<file path="config.mk">
export PLATFORM = sky130hd
export DESIGN_NAME = nfct_timers
export DESIGN_NICKNAME = d
export VERILOG_FILES = /design/src/rtl/nfct_pkg.sv /design/src/rtl/nfct_timers.sv
export SDC_FILE = /design/constraint.sdc
export NUM_CORES = 1
export LEC_CHECK = 0
export ABC_AREA = 1
export BUFFER_PORTS_ARGS = -buffer_cell sky130_fd_sc_hd__buf_2
export CAP_MARGIN = 30
export CORE_MARGIN = 1
export CORE_UTILIZATION = 55
export CTS_CLUSTER_SIZE = 24
export DETAILED_ROUTE_END_ITERATION = 12
export GPL_ROUTABILITY_DRIVEN = 0
export PLACE_DENSITY = 0.74
export SLEW_MARGIN = 20
export SYNTH_ARGS = -nofsm -noshare
export SYNTH_HDL_FRONTEND = slang
export SYNTH_SLANG_ARGS = --single-unit
export TNS_END_PERCENT = 20
</file>
<file path="constraint.sdc">
create_clock -name clock_i -period 10 [get_ports clock_i]
set_input_delay 2 -clock clock_i [delete_from_list [all_inputs] [get_ports clock_i]]
set_output_delay 2 -clock clock_i [all_outputs]
set_load 0.02 [all_outputs]
</file>
<file path="src/rtl/nfct_pkg.sv">
// Constants, register map and encodings for the protocol timer block.
// Assumes a single 40 MHz clock domain and a plain register port.
package nfct_pkg;

  // Register byte offsets.
  localparam logic [7:0] NFCT_CTRL_OFS   = 8'h00;
  localparam logic [7:0] NFCT_MRT_OFS    = 8'h04;
  localparam logic [7:0] NFCT_NRT_OFS    = 8'h08;
  localparam logic [7:0] NFCT_PFW_OFS    = 8'h0c;
  localparam logic [7:0] NFCT_GPT_OFS    = 8'h10;
  localparam logic [7:0] NFCT_STAT_OFS   = 8'h14;
  localparam logic [7:0] NFCT_CMD_OFS    = 8'h18;

  // Control register field positions.
  localparam int NFCT_MODE_LSB    = 0;
  localparam int NFCT_MRT_STEP    = 4;
  localparam int NFCT_NRT_STEP    = 5;
  localparam int NFCT_NRT_UNCOND  = 6;
  localparam int NFCT_NRT_FIELD   = 7;
  localparam int NFCT_GPT_TRIG    = 8;
  localparam int NFCT_SQ_EN       = 9;
  localparam int NFCT_SQ_CMD      = 10;
  localparam int NFCT_CTRL_W      = 11;

  // Status register field positions: flags then running bits.
  localparam int NFCT_STAT_FLAG   = 0;
  localparam int NFCT_STAT_RUN    = 4;

  // Reset values.
  localparam logic [NFCT_CTRL_W-1:0] NFCT_CTRL_RST = 11'h000;
  localparam logic [15:0]            NFCT_CNT_RST  = 16'h0000;

  // Timer indices.
  localparam int NFCT_MRT = 0;
  localparam int NFCT_NRT = 1;
  localparam int NFCT_PFW = 2;
  localparam int NFCT_GPT = 3;

  // Step lengths minus one: carrier periods, or RC oscillator ticks for the RC step.
  localparam logic [12:0] NFCT_STEP64_LAST   = 13'h003f;
  localparam logic [12:0] NFCT_STEP512_LAST  = 13'h01ff;
  localparam logic [12:0] NFCT_STEP4096_LAST = 13'h0fff;
  localparam logic [12:0] NFCT_STEPRC_LAST   = 13'h0000;

  typedef enum logic [2:0] {
    NFCT_READER  = 3'h0,
    NFCT_ACT_INI = 3'h1,
    NFCT_ACT_TGT = 3'h2,
    NFCT_PAS_TGT = 3'h3,
    NFCT_BITRATE = 3'h4,
    NFCT_LP_TGT  = 3'h5
  } nfct_mode_e;

  // Direct command codes written to the command register.
  localparam logic [7:0] NFCT_CMD_STOP_ALL  = 8'h01;
  localparam logic [7:0] NFCT_CMD_START_MRT = 8'h02;
  localparam logic [7:0] NFCT_CMD_START_NRT = 8'h03;
  localparam logic [7:0] NFCT_CMD_STOP_NRT  = 8'h04;
  localparam logic [7:0] NFCT_CMD_START_GPT = 8'h05;

endpackage

</file>
<file path="src/rtl/nfct_timers.sv">
// Receive-mask, no-response, peer-field waiting and general purpose timers.
// Assumes framing events are one-cycle pulses on clock_i and a carrier tick input.
//
// What this block does
// - Stop-all command halts every timer, except unconditional no-response timer.
// - Receive-mask timer holds receiver enable low while running; it raises no flag.
// - Squelch is switched on while receive-mask timer counts, when squelch enabled.
// - Receive-mask timer starts at end of transmitted frame.
// - Start-mask command launches the timer; squelch follows the command squelch setting.
// - Peer field-on starts receive-mask timer in active and passive target modes.
// - Mask step bit selects 64 or 512 carrier periods per step.
// - Low-power target uses RC oscillator ticks until crystal is stable.
// - No-response timer starts at end of transmission in reader mode and flags its expiry.
// - No-response step bit selects 64 or 4096 carrier periods per step.
// - Normal mode: expiry flags and disables receiver; reply start stops silently.
// - Unconditional mode: always flags, ignores stop-all, disables receiver if idle.
// - Start-no-response command starts or restarts the no-response timer.
// - Stop-no-response, or stop-all in normal mode, ends it without flag.
// - Active modes: field select chooses own field off or peer field-on start.
// - Passive target mode never starts the no-response timer automatically.
// - Peer-field wait timer starts at own field off, flags unless field-on arrives.
// - General timer starts at reception start or end, or at end of transmission in active modes; flags on every expiry.
// - In active modes the general timer times switching off of own field.
// - Start-general command starts or restarts the general timer.
`timescale 1ns/10ps
`default_nettype none
module nfct_timers
  import nfct_pkg::*;
(
  input  wire logic        clock_i,
  input  wire logic        rst_i,
  input  wire logic [7:0]  addr_i,
  input  wire logic [31:0] wdata_i,
  input  wire logic        wr_i,
  input  wire logic        rd_i,
  output logic      [31:0] rdata_o,
  input  wire logic        fc_tick_i,
  input  wire logic        rc_osc_i,
  input  wire logic        osc_ok_i,
  input  wire logic        tx_end_i,
  input  wire logic        rx_start_i,
  input  wire logic        rx_end_i,
  input  wire logic        rx_busy_i,
  input  wire logic        field_on_i,
  output logic             rx_on_o,
  output logic             squelch_o,
  output logic             field_off_o,
  output logic             nre_flag_o,
  output logic             peer_field_wait_flag_o,
  output logic             gpt_flag_o
);

  logic [NFCT_CTRL_W-1:0] ctrl_q;
  logic [7:0]             mrt_cnt_q;
  logic [15:0]            nrt_cnt_q;
  logic [7:0]             pfw_cnt_q;
  logic [15:0]            gpt_cnt_q;
  logic [2:0]             flag_q;
  logic [3:0]             run_q;
  logic [15:0]            cnt_q [4];
  logic [12:0]            pre_q [4];
  logic                   mrt_cmd_q;
  logic                   rx_off_q;
  logic [2:0]             rc_sync_q;
  logic [2:0]             ok_sync_q;
  logic                   rc_lvl_q;
  logic                   ok_lvl_q;

  wire nfct_mode_e mode_w    = nfct_mode_e'(ctrl_q[NFCT_MODE_LSB +: 3]);
  wire             uncond_w  = ctrl_q[NFCT_NRT_UNCOND];
  wire             act_w     = (mode_w == NFCT_ACT_INI) || (mode_w == NFCT_ACT_TGT);
  wire             act_br_w  = act_w || (mode_w == NFCT_BITRATE);
  wire             p2p_w     = (mode_w != NFCT_READER);

  // Register decode.
  wire wr_ctrl_w = wr_i && (addr_i == NFCT_CTRL_OFS);
  wire wr_mrt_w  = wr_i && (addr_i == NFCT_MRT_OFS);
  wire wr_nrt_w  = wr_i && (addr_i == NFCT_NRT_OFS);
  wire wr_pfw_w  = wr_i && (addr_i == NFCT_PFW_OFS);
  wire wr_gpt_w  = wr_i && (addr_i == NFCT_GPT_OFS);
  wire wr_stat_w = wr_i && (addr_i == NFCT_STAT_OFS);
  wire wr_cmd_w  = wr_i && (addr_i == NFCT_CMD_OFS);

  wire cmd_stop_all_w = wr_cmd_w && (wdata_i[7:0] == NFCT_CMD_STOP_ALL);
  wire cmd_mrt_w      = wr_cmd_w && (wdata_i[7:0] == NFCT_CMD_START_MRT);
  wire cmd_nrt_w      = wr_cmd_w && (wdata_i[7:0] == NFCT_CMD_START_NRT);
  wire cmd_stop_nrt_w = wr_cmd_w && (wdata_i[7:0] == NFCT_CMD_STOP_NRT);
  wire cmd_gpt_w      = wr_cmd_w && (wdata_i[7:0] == NFCT_CMD_START_GPT);

  wire [31:0] rd_mux_w =
    (addr_i == NFCT_CTRL_OFS) ? {21'h000000, ctrl_q} :
    (addr_i == NFCT_MRT_OFS)  ? {24'h000000, mrt_cnt_q} :
    (addr_i == NFCT_NRT_OFS)  ? {16'h0000, nrt_cnt_q} :
    (addr_i == NFCT_PFW_OFS)  ? {24'h000000, pfw_cnt_q} :
    (addr_i == NFCT_GPT_OFS)  ? {16'h0000, gpt_cnt_q} :
    (addr_i == NFCT_STAT_OFS) ? {24'h000000, run_q, 1'b0, flag_q} :
    32'h00000000;

  // Pin inputs pass three flops; a level counts once the last two agree.
  wire rc_lvl_d = (rc_sync_q[1] == rc_sync_q[2]) ? rc_sync_q[2] : rc_lvl_q;
  wire ok_lvl_d = (ok_sync_q[1] == ok_sync_q[2]) ? ok_sync_q[2] : ok_lvl_q;
  wire rc_tick_w = rc_lvl_d && !rc_lvl_q;

  wire mrt_rc_w = (mode_w == NFCT_LP_TGT) && !ok_lvl_q;

  logic [3:0]  start_w;
  logic [3:0]  stop_w;
  logic [3:0]  tick_w;
  logic [3:0]  expire_w;
  logic [12:0] last_w [4];
  logic [15:0] load_w [4];

  // Own field switched off by general timer.
  wire own_off_w = expire_w[NFCT_GPT] && act_br_w;

  assign start_w[NFCT_MRT] = tx_end_i || cmd_mrt_w ||
                             (field_on_i && (act_w || mode_w == NFCT_PAS_TGT ||
                                             mode_w == NFCT_LP_TGT));
  assign start_w[NFCT_NRT] = cmd_nrt_w ||
                             (tx_end_i && mode_w == NFCT_READER) ||
                             (own_off_w && !ctrl_q[NFCT_NRT_FIELD]) ||
                             (field_on_i && act_w && ctrl_q[NFCT_NRT_FIELD]);
  // Peer-field wait starts at own field off.
  assign start_w[NFCT_PFW] = own_off_w && p2p_w;
  assign start_w[NFCT_GPT] = cmd_gpt_w ||
                             (act_br_w ? tx_end_i :
                              (ctrl_q[NFCT_GPT_TRIG] ? rx_end_i : rx_start_i));

  assign stop_w[NFCT_MRT] = cmd_stop_all_w;
  assign stop_w[NFCT_NRT] = cmd_stop_nrt_w ||
                            (!uncond_w && (cmd_stop_all_w || rx_start_i));
  assign stop_w[NFCT_PFW] = cmd_stop_all_w || field_on_i;
  assign stop_w[NFCT_GPT] = cmd_stop_all_w;

  assign last_w[NFCT_MRT] = mrt_rc_w ? NFCT_STEPRC_LAST :
                            (ctrl_q[NFCT_MRT_STEP] ? NFCT_STEP512_LAST : NFCT_STEP64_LAST);
  assign last_w[NFCT_NRT] = ctrl_q[NFCT_NRT_STEP] ? NFCT_STEP4096_LAST : NFCT_STEP64_LAST;
  assign last_w[NFCT_PFW] = NFCT_STEP64_LAST;
  assign last_w[NFCT_GPT] = NFCT_STEP64_LAST;

  assign tick_w = {fc_tick_i, fc_tick_i, fc_tick_i, mrt_rc_w ? rc_tick_w : fc_tick_i};

  assign load_w[NFCT_MRT] = {8'h00, mrt_cnt_q};
  assign load_w[NFCT_NRT] = nrt_cnt_q;
  assign load_w[NFCT_PFW] = {8'h00, pfw_cnt_q};
  assign load_w[NFCT_GPT] = gpt_cnt_q;

  // Counting core, one per timer.
  // A count of zero behaves as one, so a timer never hangs waiting at zero.
  // Start beats stop, so a restart command always wins over a stop event.
  for (genvar i = 0; i < 4; i++) begin : g_tmr
    wire step_w = run_q[i] && tick_w[i] && (pre_q[i] == last_w[i]);
    assign expire_w[i] = step_w && (cnt_q[i] <= 16'h0001);
    always_ff @(posedge clock_i or posedge rst_i) begin
      if (rst_i) begin
        run_q[i] <= 1'b0;
        cnt_q[i] <= NFCT_CNT_RST;
        pre_q[i] <= 13'h0000;
      end else if (start_w[i]) begin
        run_q[i] <= 1'b1;
        cnt_q[i] <= load_w[i];
        pre_q[i] <= 13'h0000;
      end else if (stop_w[i] || expire_w[i]) begin
        run_q[i] <= 1'b0;
      end else if (run_q[i] && tick_w[i]) begin
        pre_q[i] <= step_w ? 13'h0000 : pre_q[i] + 13'h0001;
        cnt_q[i] <= step_w ? cnt_q[i] - 16'h0001 : cnt_q[i];
      end
    end
  end

  wire rx_off_set_w = expire_w[NFCT_NRT] && (!uncond_w || !rx_busy_i);
  wire rx_off_d     = rx_off_set_w || (rx_off_q && !tx_end_i && !start_w[NFCT_NRT]);
  // Command launch remembers which squelch setting applies.
  wire mrt_cmd_d    = cmd_mrt_w ? 1'b1 : (start_w[NFCT_MRT] ? 1'b0 : mrt_cmd_q);
  // Receiver enable low while the mask timer runs.
  wire rx_on_d      = !run_q[NFCT_MRT] && !rx_off_q;
  wire squelch_d    = run_q[NFCT_MRT] &&
                      (mrt_cmd_q ? ctrl_q[NFCT_SQ_CMD] : ctrl_q[NFCT_SQ_EN]);
  // Flags set by expiry win over a write-one clear.
  wire [2:0] flag_ev_w = {expire_w[NFCT_GPT], expire_w[NFCT_PFW], expire_w[NFCT_NRT]};
  wire [2:0] flag_d    = flag_ev_w | (flag_q & ~(wr_stat_w ? wdata_i[2:0] : 3'h0));

  always_ff @(posedge clock_i or posedge rst_i) begin
    if (rst_i) begin
      rc_sync_q <= 3'h0;
      ok_sync_q <= 3'h0;
      rc_lvl_q  <= 1'b0;
      ok_lvl_q  <= 1'b0;
    end else begin
      rc_sync_q <= {rc_sync_q[1:0], rc_osc_i};
      ok_sync_q <= {ok_sync_q[1:0], osc_ok_i};
      rc_lvl_q  <= rc_lvl_d;
      ok_lvl_q  <= ok_lvl_d;
    end
  end

  always_ff @(posedge clock_i or posedge rst_i) begin
    if (rst_i) begin
      ctrl_q    <= NFCT_CTRL_RST;
      mrt_cnt_q <= 8'h00;
      nrt_cnt_q <= NFCT_CNT_RST;
      pfw_cnt_q <= 8'h00;
      gpt_cnt_q <= NFCT_CNT_RST;
    end else begin
      if (wr_ctrl_w) ctrl_q <= wdata_i[NFCT_CTRL_W-1:0];
      if (wr_mrt_w) mrt_cnt_q <= wdata_i[7:0];
      if (wr_nrt_w) nrt_cnt_q <= wdata_i[15:0];
      if (wr_pfw_w) pfw_cnt_q <= wdata_i[7:0];
      if (wr_gpt_w) gpt_cnt_q <= wdata_i[15:0];
    end
  end

  always_ff @(posedge clock_i or posedge rst_i) begin
    if (rst_i) begin
      rdata_o                <= 32'h00000000;
      flag_q                 <= 3'h0;
      rx_off_q               <= 1'b0;
      mrt_cmd_q              <= 1'b0;
      rx_on_o                <= 1'b1;
      squelch_o              <= 1'b0;
      field_off_o            <= 1'b0;
      nre_flag_o             <= 1'b0;
      peer_field_wait_flag_o <= 1'b0;
      gpt_flag_o             <= 1'b0;
    end else begin
      rdata_o                <= rd_i ? rd_mux_w : 32'h00000000;
      flag_q                 <= flag_d;
      rx_off_q               <= rx_off_d;
      mrt_cmd_q              <= mrt_cmd_d;
      rx_on_o                <= rx_on_d;
      squelch_o              <= squelch_d;
      field_off_o            <= own_off_w;
      nre_flag_o             <= flag_ev_w[0];
      peer_field_wait_flag_o <= flag_ev_w[1];
      gpt_flag_o             <= flag_ev_w[2];
    end
  end
endmodule
`default_nettype wire

</file>
==> results of run 1 <==
[state kept, by name, indices dropped and copies added (netlist names), 3 cells and up]
name	flops
rdata_o	16
nrt_cnt_q	16
mrt_cnt_q	8
cnt_q	64
ctrl_q	11
flag_q	3
pfw_cnt_q	8
rc_sync_q	3
ok_sync_q	3
gpt_cnt_q	16
run_q	4
pre_q	52
[cells by family (layout without fill, tap and decap cells)]
kind of cell,Yosys count,in the layout,synth area share (%)
adders and majority gates,13,13,1.30
and+or+nand+nor,937,937,33.6
DFF,214,214,43.4
muxes,4,4,0.365
AOI/OAI and AO/OA,203,203,8.89
other,1,16,0.0304
xor gates and xnor gates,75,75,5.32
buffers and inverters,197,243,7.12
[synth_stat cells, types with 2 or more instances]
master	n	area, sq um
xor2_1	52	455
clkbuf_1	20	75.1
buf_6	4	45.0
a21oi_1	34	170
nand2_8	3	60.1
xnor2_1	23	201
ha_1	12	150
nor2_4	5	56.3
dfrtp_1	213	5330
a31oi_1	3	18.8
inv_2	7	26.3
nor3_1	33	165
o21ai_0	123	616
nand3b_1	16	120
a32o_1	3	30.0
nor3b_1	3	22.5
o31ai_1	2	15.0
nor4_1	12	75.1
nand3_2	5	50.1
o211ai_1	5	37.5
nand2_1	508	1910
clkinv_1	2	7.51
nor2_2	10	62.6
and3_1	2	12.5
nand4_1	26	163
mux2_2	4	45.0
nor2_1	145	544
nand3_4	2	35.0
nand3_1	153	766
o21ai_1	21	105
or2_2	4	25.0
buf_2	16	80.1
nand2_2	6	37.5
inv_1	123	462
buf_4	22	165
[where the power goes]
part | internal (mW) | switching, mW
clock network | 0.569 | 0.364
logic | 0.207 | 0.358
registers | 0.951 | 0.0978
[metal layers]
layer	up-vias	routed length, um
met5	-	13
met4	2	875
met3	64	1970
met2	363	14200
met1	5216	13800
li1	5419	-
[final timing paths]
check / to / slack [ns] / depth (start not counted)
max: cnt_q[10]$_DFFE_PP0P_ / 5.61 / 8
min: rc_sync_q[1]$_DFF_PP0_ / 0.35 / 0
max reg2reg: cnt_q[10]$_DFFE_PP0P_ / 6.64 / 10
min reg2reg: rc_sync_q[1]$_DFF_PP0_ / 0.35 / 0
max in group asynchronous: pre_q[51]$_DFFE_PP0P_ / 7.13 / 3
min in group asynchronous: cnt_q[63]$_DFFE_PP0P_ / 1.63 / 2
[critical path: stages]
cell     delay (ns)
buf_2          0.13
inv_1          0.30
nor2_1         0.08
nand4_1        0.13
nor2b_2        0.75
nand2_2        0.66
nand2_2        0.55
o21ai_0        0.16
[metrics by stage]
stage / hold slack, ns / std cells
3_5_place_dp: 0.341 / 1937
5_1_grt: 0.364 / 1985
2_1_floorplan: 0.331 / 1659
6_report: 0.352 / 1985
3_3_place_gp: 0.335 / 1936
4_1_cts: 0.356 / 1983
[final cells by class]
class                      instances  area share, %
timing repair buffer              64           2.58
clock buffer                      36           5.20
multi-input combinational       1248           45.4
clock inverter                    10          0.995
inverter                         133           3.77
sequential                       214           39.4
tap                              280           2.58
==> impl_metrics.toml, run 1 <==
[synthesis]
async_flop_share_pct = 100
synth_seq_cells = 214
synthesis.area_sq_um = 12300
synth-edff-count = 0
postSynthCellCount = 1644
ys_warn_count = 0
synth-seq-area-share_pct = 43.4
synth_top_flop_cell = "dfrtp_1"
ys_types = 57
avgSynthCellArea_sq_um = 7.51

[clocking]
post_cts_resized = 0
cts.sink_count = 214
cts_post_setup_buffers_inserted = 0
cts.hold.buffers_added = 0
numCtsBuffers = 25
ctsHtreeMaxLevel = 1
clockBufferDepth = 3
clock_latency_ns = 0.54
clkTransAtPathRegs_ns = 0.06
cts_tree = "built"
root_buffer = "clkbuf_16"

[layout]
final-seq-area_sq_um = 5360
multi_input_area_sq_um = 6170
area_delta_synth_final_pct = 10.0
final_core_util_pct = 62.0
num_antenna_cells = 0
final_cell_mix = "508 x nand2_1, 213 x dfrtp_1, 153 x nand3_1"
final_common_cell = "nand2_1"
drive_gt1_share_pct = 9.27
num-fill-cells = 1964
nets = 1750
design_area_sq_um = 13600

[hold_path]
min_from = "rc_sync_q[0]$_DFF_PP0_"
worstHoldPathType = "reg -> reg"

[placement]
port_buffers = 57
dp_hpwl_um = 21600
dpl_cell_area_sq_um = 12700
dp_slack_ns = 4.90

[routing]
wl_per_cell_um = 15.5
drtAntennaViolNets = 0
totalWireLength_um = 30800
first_iter_violations = 823
first_pass_iters = 6
viasPerCell = 5.57
drc = 0
num_vias = 11100

[sta]
worst_slack_ns = 5.61
fin_crit_sh_pct = 43.9
rsz0062_at_grt = "no"
fin_skew_ns = 0.0215
period_minus_slack_ns = 4.39
finalHoldViolCount = 0
worst_slew_pin_slew_ns = 0.924
maxSlewHeadroom_pct = 38.2
drv_slew = 0
fmax_ghz = 0.228
setup_violations = 0
setup-tns-final_ns = 0

[global_route]
use_met2_pct = 43.1
grt_pass1_vias = 10300
busiest_layer = "met2"
use_met3_pct = 3.68
grt_max_degree = 114
antenna_found_initial = 1
grt_pass1_wl_um = 52300
gr-usage-met1_pct = 39.2
grt_usage_pct = 27.3
overflow = 0

[floorplan]
core_sq_um = 21900
initial_core_util_pct = 56.4
num_rows = 54
die_height_um = 152
fp.dieW_um = 152
die_area_sq_um = 23000
io_pins = 90

[pwr]
leakage_nw = 6.97
powerDensity_nw_per_um2 = 188
power_mw = 2.55
ir_worst_vdd_mv = 0.225

[worst_setup_path]
required_ns = 10.40
cp_max_fo = 37
r2r_start = "ctrl_q[1]$_DFFE_PP0P_"
crit_path_start = "wdata_i[0]"
critPathLaunchType = "input pin"
critical_path_class = "in -> reg"
arrival_ns = 4.79
end_kind = "register"

[flow_run]
max_cap_viol_count = 0

[status]
status = "complete, no violations"
Note: power is estimated with default switching activity, not from simulation.
==> run 2, diff against run 1 <==
--- a/config.mk
+++ b/config.mk
@@ -13,7 +13,7 @@
 export CTS_CLUSTER_SIZE = 24
 export DETAILED_ROUTE_END_ITERATION = 12
 export GPL_ROUTABILITY_DRIVEN = 0
-export PLACE_DENSITY = 0.74
+export PLACE_DENSITY = 0.77
 export SLEW_MARGIN = 20
 export SYNTH_ARGS = -nofsm -noshare
 export SYNTH_HDL_FRONTEND = slang
==> constraint.sdc (replaced) <==
create_clock -name clock_i -period 3.5 [get_ports clock_i]
set_input_delay 0.7 -clock clock_i [delete_from_list [all_inputs] [get_ports clock_i]]
set_output_delay 0.7 -clock clock_i [all_outputs]
set_load 0.02 [all_outputs]
==> run 2 against run 1 <==
  * Design area is 0.23% higher
  * Wire length is 1.1% higher
  * Via count is 0.89% higher
  * Cell count is 0.40% higher
  * Clock power grew to 2.7 times the previous value
  * Clock-buffer cell count is 3 lower
  * Flip-flop and latch count stayed put
  * Power grew to 2.8 times the previous value
  * Sequential power grew to 2.9 times the previous value
  * Worst setup slack worse by 4.7 ns
  * Largest power group unchanged
==> impl_metrics.toml, run 2 (same netlist as run 1, synthesis figures left out) <==
[pwr]
p_sw_mw = 2.36
leakage_nw = 7.00
p_int_mw = 4.84
power_frac_clock_pct = 35.4
p_sw_share_pct = 32.8
pwr-share-seq_pct = 41.7
powerDensity_nw_per_um2 = 529
p_comb_share_pct = 22.8
ir_worst_vdd_mv = 0.479

[clocking]
cts.hold.buffers_added = 0
clkTransAtPathRegs_ns = 0.06
clock_latency_ns = 0.54
cts_tree = "built"
cts.sink_count = 214
numCtsBuffers = 25
post_cts_resized = 0
root_buffer = "clkbuf_16"
clockBufferDepth = 3
cts_post_setup_buffers_inserted = 0
ctsHtreeMaxLevel = 1

[hold_path]
worstHoldPathType = "in -> async"

[routing]
wl_per_cell_um = 15.6
first_pass_iters = 5
drtAntennaViolNets = 0
num_vias = 11200
viasPerCell = 5.60
drc = 0
first_iter_violations = 909
totalWireLength_um = 31200

[placement]
place_inst = 1949
dp_slack_ns = 0.447
dp_hpwl_um = 22100
dpl_cell_area_sq_um = 12800
port_buffers = 57

[layout]
final_core_util_pct = 62.2
final_cell_mix = "508 x nand2_1, 213 x dfrtp_1, 153 x nand3_1"
top_regs = "cnt_q x64, pre_q x52"
design_area_sq_um = 13600
nets = 1760
final_common_cell = "nand2_1"
stdcell_count = 1993
top_register = "cnt_q"
drive_gt1_share_pct = 9.70
num-fill-cells = 2006
area_delta_synth_final_pct = 10.3
largest_register_ff_count = 64

[floorplan]
fp.dieW_um = 152
io_pins = 90
die_area_sq_um = 23000
die_height_um = 152
initial_core_util_pct = 56.4
core_sq_um = 21900
num_rows = 54

[worst_setup_path]
end_kind = "register"
arrival_ns = 3.04
cp_max_fo = 23
critPathLaunchType = "register"
critical_path_class = "reg -> reg"
required_ns = 3.93

[sta]
rsz0062_at_grt = "no"
drv_slew = 0
finalHoldViolCount = 0
maxSlewHeadroom_pct = 42.3
fin_skew_ns = 0.0305
fmax_ghz = 0.384
setup_violations = 0
setup-tns-final_ns = 0
worst_slew_pin_slew_ns = 0.863
worst_slack_ns = 0.895
fin_crit_sh_pct = 74.4
period_minus_slack_ns = 2.61

[global_route]
grt_pass1_wl_um = 52600
antenna_found_initial = 3
overflow = 0
grt_max_degree = 105
grt_usage_pct = 27.6
grt_pass1_vias = 10700

[flow_run]
max_cap_viol_count = 0

[status]
status = "complete, no violations"
## run 2: changes by cell type in the layout (fill, tap and decap cells not counted), sizes merged
cell / previous run / this run
inv: 132 / 131
clkinv: 7 / 9
diode: 0 / 1
buf: 64 / 74
bufinv: 3 / 2
clkbuf: 36 / 33
## run 2: final timing paths
kind | startpoint | slack [ns] | end | cells after the start
max in group asynchronous | rst_i | 2.47 | cnt_q[58]$_DFFE_PP0P_ | 3
min in group clock_i | rc_osc_i | 0.29 | rc_sync_q[0]$_DFF_PP0_ | 1
min | rst_i | 0.14 | pre_q[3]$_DFFE_PP0P_ | 2
max | cnt_q[0]$_DFFE_PP0P_ | 0.89 | cnt_q[32]$_DFFE_PP0P_ | 13
max reg2reg | cnt_q[0]$_DFFE_PP0P_ | 0.89 | cnt_q[32]$_DFFE_PP0P_ | 13
min reg2reg | ok_sync_q[0]$_DFF_PP0_ | 0.36 | ok_sync_q[1]$_DFF_PP0_ | 0
## run 2: power groups by stage
| stage | Combinational [mW] | Clock (mW) | Sequential, mW |
|---|---|---|---|
| floorplan | 1.33 | 0 | 2.96 |
| global placement | 1.57 | 0 | 3.02 |
| detailed placement | 1.63 | 0 | 3.03 |
| CTS | 1.63 | 2.58 | 2.99 |
| global route | 1.88 | 2.69 | 3.04 |
| finish | 1.64 | 2.55 | 3.00 |
## run 2: routing by layer
layer	part of all wire (%)	global-route usage [%]
met1	43	38.3
met2	46	43.8
met3	7.4	4.11
met4	3.6	10.5
met5	0.042	0
## run 2: worst max-delay path, stage by stage, from the launching register on
cell and delay [ns]:
dfrtp_1 0.41, inv_1 0.12, ha_1 0.25, nor2_1 0.09, nor3_1 0.13, nand3_1 0.17
nor2_4 0.19, nand3b_4 0.27, nand2_8 0.25, inv_6 0.09, nand2_8 0.17, nand2_4 0.16
nand2_1 0.10, nand2_1 0.05
## run 2: final cells by class
class                   count  area, sq um  area share (%)
multi-input cells        1248         6170            45.3
flip-flops and latches    214         5360            39.3
inverters                 133          508            3.73
repair buffers             74          438            3.22
clock buffers              33          686            5.04
clock inverters            10          104           0.763
well taps                 280          350            2.57
diodes                      1         2.50          0.0184
## run 2: through the flow
stage	hold WS [ns]	total power, mW
floorplan	0.331	4.29
global placement	0.333	4.59
detailed placement	0.346	4.65
CTS	0.147	7.21
global route	0.165	7.60
finish	0.138	7.20
